## config.mk

```make
export PLATFORM = sky130hd
export DESIGN_NAME = reset_strap_config_loader
export DESIGN_NICKNAME = d
export VERILOG_FILES = /design/src/rtl/strap_cfg_pkg.sv /design/src/rtl/reset_strap_config_loader.sv /design/src/rtl/strap_sampler.sv
export SDC_FILE = /design/constraint.sdc
export NUM_CORES = 2
export LEC_CHECK = 0
export BUFFER_PORTS_ARGS = -buffer_cell sky130_fd_sc_hd__buf_2
export CAP_MARGIN = 20
export CORE_MARGIN = 5
export CORE_UTILIZATION = 29
export CTS_CLUSTER_DIAMETER = 50
export CTS_CLUSTER_SIZE = 14
export DETAILED_ROUTE_END_ITERATION = 8
export PLACE_DENSITY = 0.54
export SETUP_SLACK_MARGIN = 0.2
export SLEW_MARGIN = 20
export SYNTH_ARGS = -nofsm -noshare
export SYNTH_HDL_FRONTEND = slang
export SYNTH_SLANG_ARGS = --single-unit
```

## constraint.sdc

```tcl
create_clock -name clock -period 5.6 [get_ports clock]
set_clock_uncertainty 0.15 [all_clocks]
set_input_delay 0.56 -clock clock [delete_from_list [all_inputs] [get_ports clock]]
set_output_delay 0.56 -clock clock [all_outputs]
set_load 0.02 [all_outputs]
```

## src/rtl/strap_cfg_pkg.sv

```systemverilog
package strap_cfg_pkg;
  localparam int          clock_mhz          = 100;
  localparam int          strap_hold_ms      = 55;
  localparam int          strap_hold_cycles  = strap_hold_ms * 1000 * clock_mhz;
  localparam int          cfg_depth          = 253;
  localparam int          cfg_width          = 8;
  localparam int          addr_width         = 8;
  localparam logic [7:0]  reference_input_config = 8'h0a;
  localparam logic [7:0]  out_enable_reg     = 8'h0b;
  localparam logic [7:0]  master_select_reg  = 8'h0c;
  localparam logic [7:0]  load_status_reg    = 8'h0d;
  localparam int          ref_diff_bit       = 0;
  localparam int          out0_enable_bit    = 0;
  localparam int          out1_enable_bit    = 1;
  localparam int          load_done_bit      = 0;
  localparam int          straps_taken_bit   = 1;
  localparam logic [7:0]  ref_config_reset   = 8'h00;
  localparam logic [1:0]  mclk_sel_20mhz     = 2'b10;
  localparam logic [1:0]  mclk_sel_24m576    = 2'b11;
  localparam logic [7:0]  mclk_code_reserved = 8'h00;
  localparam logic [7:0]  mclk_code_20mhz    = 8'h01;
  localparam logic [7:0]  mclk_code_24m576   = 8'h02;
  localparam int          out0_default_khz   = 25000;
  localparam int          out1_default_khz   = 125000;
  localparam int          out_max_khz        = 177500;
  localparam int          num_outputs        = 2;
endpackage

```

## src/rtl/reset_strap_config_loader.sv

```systemverilog
`timescale 1ns/1ps
module reset_strap_config_loader
  import strap_cfg_pkg::*;
#(
  parameter int hold_cycles = strap_hold_cycles,
  parameter int depth       = cfg_depth
) (
  input  wire logic                  clock,
  input  wire logic                  reset,
  input  wire logic [1:0]            mclk_strap,
  input  wire logic                  out0_enable_strap,
  input  wire logic                  out1_enable_strap,
  input  wire logic [2:0]            misc_strap,
  input  wire logic                  otp_valid,
  input  wire logic [cfg_width-1:0]  otp_data,
  input  wire logic                  otp_programmed,
  output logic [addr_width-1:0]      otp_addr,
  input  wire logic                  host_write,
  input  wire logic                  host_read,
  input  wire logic [addr_width-1:0] host_addr,
  input  wire logic [cfg_width-1:0]  host_wdata,
  output logic [cfg_width-1:0]       host_rdata,
  output logic                       host_ack,
  output logic                       load_done,
  output logic                       ref_differential,
  output logic                       output_clock_zero_enable,
  output logic                       output_clock_one_enable,
  output logic [1:0]                 mclk_select,
  output logic                       mclk_reserved,
  output logic [2:0]                 misc_straps
);

  typedef enum logic [2:0] {
    st_load = 3'b001,
    st_wait = 3'b010,
    st_run  = 3'b100
  } state_t;

  state_t                state;
  logic [cfg_width-1:0]  store [depth];
  logic                  sample_now;
  logic                  taken;
  logic [addr_width-1:0] load_index;
  logic                  host_accept;
  logic                  write_accept;
  logic [cfg_width-1:0]  next_rdata;

  ////////////////////////////////////////////////////////////////////////
  // strap window counted in cycles of the 100 MHz clock input
  strap_sampler #(.hold_cycles(hold_cycles)) sampler (
    .clock      (clock),
    .reset      (reset),
    .sample_now (sample_now),
    .taken      (taken)
  );

  // built-in default per register
  function automatic logic [cfg_width-1:0] default_value(input logic [addr_width-1:0] a);
    default_value = (a == reference_input_config) ? ref_config_reset : 8'h00;
  endfunction

  ////////////////////////////////////////////////////////////////////////
  // strap capture, once at window end
  always_ff @(posedge clock or posedge reset) begin
    if (reset) begin
      mclk_select   <= mclk_sel_24m576;
      mclk_reserved <= 1'b0;
      misc_straps   <= 3'b000;
    end else if (sample_now) begin
      mclk_select   <= mclk_strap;
      mclk_reserved <= !mclk_strap[1];
      misc_straps   <= misc_strap;
    end
  end

  ////////////////////////////////////////////////////////////////////////
  // load sequence, then host access
  always_ff @(posedge clock or posedge reset) begin
    if (reset) begin
      state      <= st_load;
      load_index <= 8'h00;
    end else begin
      case (state)
        st_load: begin
          if (otp_valid) begin
            if (load_index == 8'(depth - 1)) begin
              state <= st_wait;
            end else begin
              load_index <= load_index + 8'h01;
            end
          end
        end
        st_wait: begin
          if (taken) begin
            state <= st_run;
          end
        end
        st_run: begin
          state <= st_run;
        end
        default: state <= st_load;
      endcase
    end
  end

  // otp word address steps with each accepted word
  always_ff @(posedge clock or posedge reset) begin
    if (reset) begin
      otp_addr <= 8'h00;
    end else if (state == st_load && otp_valid) begin
      otp_addr <= load_index + 8'h01;
    end
  end

  // load finished: all words stored and straps taken
  always_ff @(posedge clock or posedge reset) begin
    if (reset) begin
      load_done <= 1'b0;
    end else if (state == st_wait && taken) begin
      load_done <= 1'b1;
    end
  end

  // host requests count only once loading has finished
  always_comb begin
    host_accept  = (state == st_run) && (host_write || host_read);
    write_accept = (state == st_run) && host_write;
  end

  // store writes: defaults/otp during load, host afterwards
  always_ff @(posedge clock) begin
    if (state == st_load && otp_valid) begin
      store[load_index] <= otp_programmed ? otp_data : default_value(load_index);
    end else if (write_accept && host_addr < 8'(depth)) begin
      store[host_addr] <= host_wdata;
    end
  end

  ////////////////////////////////////////////////////////////////////////
  // reference mode: single-ended until the host asks otherwise
  always_ff @(posedge clock or posedge reset) begin
    if (reset) begin
      ref_differential <= 1'b0;
    end else if (write_accept && host_addr == reference_input_config) begin
      ref_differential <= host_wdata[ref_diff_bit];
    end
  end

  // output enables: pull defaults, then straps, then host control
  always_ff @(posedge clock or posedge reset) begin
    if (reset) begin
      output_clock_zero_enable <= 1'b0;
      output_clock_one_enable  <= 1'b1;
    end else if (sample_now) begin
      output_clock_zero_enable <= out0_enable_strap;
      output_clock_one_enable  <= out1_enable_strap;
    end else if (write_accept && host_addr == out_enable_reg) begin
      output_clock_zero_enable <= host_wdata[out0_enable_bit];
      output_clock_one_enable  <= host_wdata[out1_enable_bit];
    end
  end

  ////////////////////////////////////////////////////////////////////////
  // read value; status and strap codes readable before the load ends
  always_comb begin
    next_rdata = 8'h00;
    case (host_addr)
      load_status_reg: begin
        next_rdata[load_done_bit]    = load_done;
        next_rdata[straps_taken_bit] = taken;
      end
      master_select_reg: begin
        if (mclk_reserved) begin
          next_rdata = mclk_code_reserved;
        end else if (mclk_select == mclk_sel_20mhz) begin
          next_rdata = mclk_code_20mhz;
        end else begin
          next_rdata = mclk_code_24m576;
        end
      end
      out_enable_reg: begin
        next_rdata[out0_enable_bit] = output_clock_zero_enable;
        next_rdata[out1_enable_bit] = output_clock_one_enable;
      end
      reference_input_config: begin
        next_rdata[ref_diff_bit] = ref_differential;
      end
      default: begin
        if (state == st_run && host_addr < 8'(depth)) begin
          next_rdata = store[host_addr];
        end
      end
    endcase
  end

  // host read port; ack withheld until loading ends, read data latched on every read
  always_ff @(posedge clock or posedge reset) begin
    if (reset) begin
      host_rdata <= 8'h00;
      host_ack   <= 1'b0;
    end else begin
      host_ack <= host_accept;
      if (host_read) begin
        host_rdata <= next_rdata;
      end
    end
  end
endmodule

```

## src/rtl/strap_sampler.sv

```systemverilog
`timescale 1ns/1ps
module strap_sampler
  import strap_cfg_pkg::*;
#(
  parameter int hold_cycles = strap_hold_cycles
) (
  input  wire logic clock,
  input  wire logic reset,
  output logic      sample_now,
  output logic      taken
);
  logic [31:0] count;

  always_ff @(posedge clock or posedge reset) begin
    if (reset) begin
      count      <= 32'h0000_0000;
      sample_now <= 1'b0;
      taken      <= 1'b0;
    end else begin
      sample_now <= 1'b0;
      if (!taken) begin
        if (count == 32'(hold_cycles - 1)) begin
          sample_now <= 1'b1;
          taken      <= 1'b1;
        end else begin
          count <= count + 32'h0000_0001;
        end
      end
    end
  end
endmodule

```

; Yosys cells after proc, flatten, opt, wreduce, memory -nomap -nowiden
; Memory sizes are Yosys's and may differ from the RTL's.
; Index checks and enable logic that the tools add are counted.
[word_totals]
latch_bits = 0
mem_count = 1
output_inout_bits = 27
mem_bits_rw = 2024
regBits = 72
mem_bits_ro = 0
[op_classes]
mul = 0
reduce_logical = 16
muxes = 26
bitwise = 3
n_eq_ne = 13
addsub = 2
n_div = 0
shifts = 0
n_lt_le_gt_ge = 1
[mem_list]
columns = name, words, word_bits, rd, rd_clocked_by_memory_dff, write_ports, line
row1 = store, 253, 8, 1, 0, 1, reset_strap_config_loader.sv:40  ; logic [cfg_width-1:0] store [depth];
[ops]
columns = cell, count
row1 = $mux W8, 5
row2 = $add A32 B1 Y32 const B, 1
row3 = $eq A32 B23 Y1 const B, 1
row4 = $eq A8 B4 Y1 const B, 4
row5 = $mux W1, 13
row6 = $pmux W6 S2, 1
row7 = $mux W3, 3
row8 = $pmux W3 S3, 1
row9 = $add A8 B1 Y8 const B, 1
row10 = $eq A8 B8 Y1 const B, 1
row11 = $logic_and A1 B1 Y1, 8
row12 = $lt A8 B8 Y1 const B, 1
row13 = $pmux W1 S4, 2
row14 = $reduce_or A8 Y1, 1
row15 = $reduce_and A3 Y1, 2
row16 = $ne A2 B2 Y1 const B, 2
row17 = $eq A3 B1 Y1 const B, 1
row18 = $eq A3 B2 Y1 const B, 1
row19 = $eq A3 B3 Y1 const B, 1
row20 = $not A1 Y1, 3
row21 = $reduce_or A3 Y1, 1
row22 = $eq A2 B2 Y1 const B, 1
row23 = $mux W2, 1
row24 = $ne A2 B1 Y1 const B, 1
row25 = 4 further kinds, 4

; Logic depth before layout (Yosys ltp)
[depth]
ltp_word = 8
depth_mapped = 14
ltp_nobuf = 8

; Modules after synthesis
; From an unflattened synthesis, not the netlist that was laid out.
[unflattened]
cells_unflattened = 4001
area_unflattened_um2 = 82341.5
[modules_own_cells]
columns = module, n_inst, area_per_inst_um2, cells_each
row1 = reset_strap_config_loader, 1, 80648.6, 3846
row2 = strap_sampler, 1, 1692.9, 155

; Least setup slack after synthesis
; OpenSTA, ideal clock, no wires.
[synth_timing]
path_kind = input to register
startpoint = input host_addr[0]
endpoint = memory store[0][0], data pin
setup_slack_ps = -157
t_arrival_ps = 4790
required_time_ps = 4633
setup_time_ps = 817
path_stages = 8
path_buffers = 4
path_cell_list = buf_6 buf_6 o211ai_1 o311ai_2 buf_4 buf_2 nand3_1 nand2_1
[synth_between]
elab_chain_len = 7
[synth_lines]
columns = element, line
row1 = "start, declared", reset_strap_config_loader.sv:20  ; input wire logic [addr_width-1:0] host_addr,
row2 = $lt A8 B8 Y1, reset_strap_config_loader.sv:134  ; end else if (write_accept && host_addr < 8'(depth)) begin
row3 = $logic_and A1 B1 Y1, reset_strap_config_loader.sv:134
row4 = $mux W1, reset_strap_config_loader.sv:134
row5 = $mux W1, reset_strap_config_loader.sv:132  ; if (state == st_load && otp_valid) begin
row6 = $mux W1 (not written as such), reset_strap_config_loader.sv:135  ; store[host_addr] <= host_wdata;
row7 = $reduce_or A8 Y1 (no line), n/a
row8 = $mux W8 (no line), n/a
row9 = "end, declared", reset_strap_config_loader.sv:40
; Every way passes these cells.

; Worst setup path after layout
[layout_timing]
startpoint = input host_addr[0]
endpoint = register host_rdata[1]
[layout_between]
elab_chain_len = 4
[layout_lines]
columns = element, line
row1 = branches (longest 3 deep; another with $mem_v2 Z253 W8), n/a
row2 = $pmux W1 S4 *, reset_strap_config_loader.sv:167  ; case (host_addr)
row3 = "end signal, assigned", reset_strap_config_loader.sv:204  ; host_rdata <= next_rdata;
row4 = "end, declared", reset_strap_config_loader.sv:22  ; output logic [cfg_width-1:0] host_rdata,
; Every way passes the cells marked *.
; A chain may end at the register's enable or synchronous reset.

==> insert_results.sql <==
INSERT INTO impl_metrics (metric_group, metric, value, unit) VALUES
('cts', 'cts.hold.buffers_added', '15', ''),
('logic_synthesis', 'synth.distinct_cells', '77', ''),
('die', 'core_footprint', '0.282', 'mm2'),
('drt', 'wirelength', '241000', 'um'),
('critical_path', 'crit_path_start_kind', 'input pin', ''),
('logic_synthesis', 'synth-seq-area-share', '76.1', '%'),
('timing', 'grt_setup_unrepaired', 'no', ''),
('global_route', 'grt_antenna_before_repair', '15', ''),
('cts', 'cts_tree', 'built', ''),
('power_and_ir_drop', 'total_switching_power', '8050', 'uW'),
('timing', 'final.min_clock_period', '4.31', 'ns'),
('die', 'ioPinCount', '64', ''),
('power_and_ir_drop', 'total_power_divided_by_cell_area', '355', 'mW/mm2'),
('drt', 'met3WireLength', '20000', 'um'),
('finish', 'finalNonFillerCells', '8073', ''),
('die', 'die_ar', '0.294', 'mm2'),
('finish', 'ratio_of_cells_with_drive_above_1_in_the_final_layout', '24.7', '%'),
('logic_synthesis', 'synth_largest_type_area_fraction', '73.9', '%'),
('timing', 'maxClockFrequency', '232', 'MHz'),
('cts', 'cts_setup_buffers', '0', ''),
('drt', 'vias_per_cell', '5.19', ''),
('global_route', 'gr-total-overflow', '0', ''),
('power_and_ir_drop', 'vdd_ir_drop_max', '233', 'uV'),
('finish', 'final_net_count', '4231', ''),
('timing', 'final-max-slew-violation-count', '0', ''),
('cts', 'tritoncts_num_sinks', '2096', ''),
('logic_synthesis', 'yosys_synthesis_warning_count', '0', ''),
('place', 'cells_after_dpl', '7719', ''),
('power_and_ir_drop', 'power.internal', '25300', 'uW'),
('logic_synthesis', 'synth_edf_count', '2024', ''),
('place', 'gp_routability_congestion', '0.892', ''),
('logic_synthesis', 'yosys-top-cells-area', 'sky130_fd_sc_hd__edfxtp_1 74%, sky130_fd_sc_hd__mux4_2 14%, sky130_fd_sc_hd__dfrtp_1 2.1%', ''),
('drt', 'vias', '41900', ''),
('drt', 'detail_route.first_pass.iterations', '7', ''),
('cts', 'post_cts_resized', '0', ''),
('logic_synthesis', 'synth_fp_nets', '4049', ''),
('cts', 'cts_htree_levels', '4', ''),
('logic_synthesis', 'dominantRegCellSynth', 'sky130_fd_sc_hd__edfxtp_1', ''),
('die', 'rows', '195', ''),
('drt', 'met1Wirelength', '97800', 'um'),
('timing', 'slew_headroom', '14.6', '%'),
('global_route', 'grt_start_max_net_pins', '122', ''),
('timing', 'timing_hold_violations_final', '0', ''),
('drt', 'antenna_violating_nets_post_route', '0', ''),
('global_route', 'gr-usage-all-layers', '16.0', '%'),
('drt', 'maxUsedRoutingLayer', 'met5', ''),
('power_and_ir_drop', 'power.share.combinational', '7.9', '%'),
('cts', 'clockBufferDepth', '3', ''),
('power_and_ir_drop', 'pwr-share-clk', '39.5', '%'),
('critical_path', 'critical_path_peak_fanout', '83', ''),
('hold_path', 'worstHoldPathType', 'in -> async', ''),
('drt', 'detail_route.drc_violations', '0', ''),
('cts', 'tritoncts.num_buffers', '198', ''),
('logic_synthesis', 'synthesis.instances', '4009', ''),
('power_and_ir_drop', 'power.share.sequential', '52.5', '%'),
('cts', 'insertion_delay', '0.85', 'ns'),
('global_route', 'first_global_vias', '41600', ''),
('critical_path', 'setup.worst_path.end_class', 'flop', ''),
('drt', 'drtIter0Drc', '5239', ''),
('status', 'run_status', 'finished clean', ''),
('critical_path', 'r2r_setup_slack', '1.46', 'ns'),
('logic_synthesis', 'post_synthesis_instance_area', '0.0822', 'mm2'),
('cts', 'clockRootBuffer', 'sky130_fd_sc_hd__clkbuf_16', ''),
('timing', 'tns', '0', 'ns'),
('critical_path', 'data_required_time_of_the_worst_path', '6.18', 'ns'),
('logic_synthesis', 'yosys_register_bits', '2096', ''),
('finish', 'synth_to_layout_area_growth', '14.1', '%'),
('critical_path', 'worstPathArrival', '4.88', 'ns'),
('drt', 'met2_length', '113000', 'um'),
('die', 'die_w', '542', 'um'),
('critical_path', 'crit_type', 'in -> reg', '');
==> placed cells by master, fill, tap and decap left out, types with 20 or more instances in the layout <==
cell type / netlist / final
sky130_fd_sc_hd__a211oi_1: 21 / 21
sky130_fd_sc_hd__a21oi_1: 41 / 40
sky130_fd_sc_hd__a22oi_1: 41 / 41
sky130_fd_sc_hd__a31oi_1: 20 / 20
sky130_fd_sc_hd__buf_2: 66 / 58
sky130_fd_sc_hd__buf_4: 29 / 126
sky130_fd_sc_hd__clkbuf_1: 100 / 38
sky130_fd_sc_hd__clkbuf_16: 0 / 200
sky130_fd_sc_hd__dfrtp_1: 68 / 68
sky130_fd_sc_hd__edfxtp_1: 2024 / 2024
sky130_fd_sc_hd__inv_6: 0 / 20
sky130_fd_sc_hd__mux2i_1: 60 / 60
sky130_fd_sc_hd__mux4_2: 525 / 525
sky130_fd_sc_hd__nand2_1: 192 / 184
sky130_fd_sc_hd__nand3_1: 67 / 67
sky130_fd_sc_hd__nor2_1: 316 / 308
sky130_fd_sc_hd__nor3_1: 25 / 25
sky130_fd_sc_hd__o21ai_0: 44 / 44
sky130_fd_sc_hd__o22ai_1: 36 / 36
sky130_fd_sc_hd__xnor2_1: 30 / 30
==> critical path, cell delays in order <==
cell and delay (ns):
sky130_fd_sc_hd__buf_8 0.39, sky130_fd_sc_hd__buf_12 0.57, sky130_fd_sc_hd__mux4_2 0.60, sky130_fd_sc_hd__a22o_1 0.25
sky130_fd_sc_hd__a221oi_1 0.92, sky130_fd_sc_hd__a2111oi_0 0.44, sky130_fd_sc_hd__or3_1 0.56, sky130_fd_sc_hd__a221o_1 0.33
==> synth_stat cells (all sizes together) (8+ instances only) <==
| library cell | n |
|---|---|
| nand3 | 67 |
| dfrtp | 68 |
| nor2b | 10 |
| a21oi | 41 |
| nor3 | 25 |
| inv | 15 |
| o221ai | 14 |
| mux2 | 10 |
| nand2 | 192 |
| mux2i | 60 |
| mux4 | 525 |
| xor2 | 14 |
| o22ai | 36 |
| edfxtp | 2024 |
| a211oi | 21 |
| a31oi | 21 |
| nor2 | 316 |
| a22oi | 41 |
| nand4 | 19 |
| buf | 141 |
| or3 | 8 |
| and3 | 15 |
| xnor2 | 30 |
| and2 | 11 |
| nand3b | 10 |
| nor4 | 8 |
| nand2b | 11 |
| clkbuf | 100 |
| o21ai | 49 |
==> power groups by stage <==
stage	Clock [uW]	Combinational (uW)	Sequential, uW
2_1_floorplan	0	1390	17800
3_3_place_gp	0	2600	17800
3_5_place_dp	0	2610	17800
4_1_cts	13400	2620	17500
5_1_grt	14100	2720	17500
6_report	13200	2640	17500
==> flip-flops by register name, summed over array words and instances (netlist names), 2 cells and up <==
signal and cells:
mclk_select 2, store 2024, sampler.count 32, misc_straps 3, otp_addr 8, load_index 8, host_rdata 8, state 3
==> area by class of cell <==
type	instances	area, um2	area share, %
Sequential cell	2096	62600	66.7
Multi-Input combinational cell	1656	18400	19.6
Clock buffer	239	5160	5.50
Tap cell	3743	4680	4.99
Timing Repair Buffer	223	1840	1.96
Clock inverter	92	1080	1.15
Inverter	16	70.1	0.0747
Antenna cell	8	20.0	0.0213
==> cell families (layout without fill, tap and decap cells) <==
kind of cell    after synthesis  in the layout  synth area share [%]
compound gates              300            300                  2.56
xor+xnor                     44             44                 0.469
fa+ha+maj                     3              3                0.0457
buf+inv                     257            570                  1.74
flops                      2096           2096                  76.1
mux                         595            595                  15.2
other cells                   0              8                     0
simple gates                714            714                  3.83
==> final timing paths <==
kind | start | to | cells after the start
max reg2reg | state[1] | store[200][6] | 7
max in group asynchronous | reset | output_clock_zero_enable | 3
min | reset | otp_addr[6] | 3
min reg2reg | sampler.count[15] | sampler.count[15] | 1
max | host_addr[0] | host_rdata[1] | 8
min in group clock | mclk_strap[1] | mclk_reserved | 3
==> layer usage <==
metal | up-vias | global-route usage, %
li1 | 16900 | -
met1 | 22500 | 21.8
met2 | 2034 | 25.4
met3 | 434 | 3.42
met4 | 4 | 5.76
met5 | - | 0
==> per-stage QoR <==
step	hold WS [ns]	area (um2)	utilization, %	worst slack (ns)	total power, uW
after global placement	0.301	87400	30.9	0.578	20400
final	0.282	93800	33.2	1.29	33300
after CTS	0.225	93800	33.2	1.43	33600
after floorplan	0.285	82300	-	1.38	19200
after global routing	0.267	93800	33.2	1.30	34300
after detailed placement	0.310	87400	31.0	0.531	20500
Note: power is estimated with default switching activity, not from simulation.
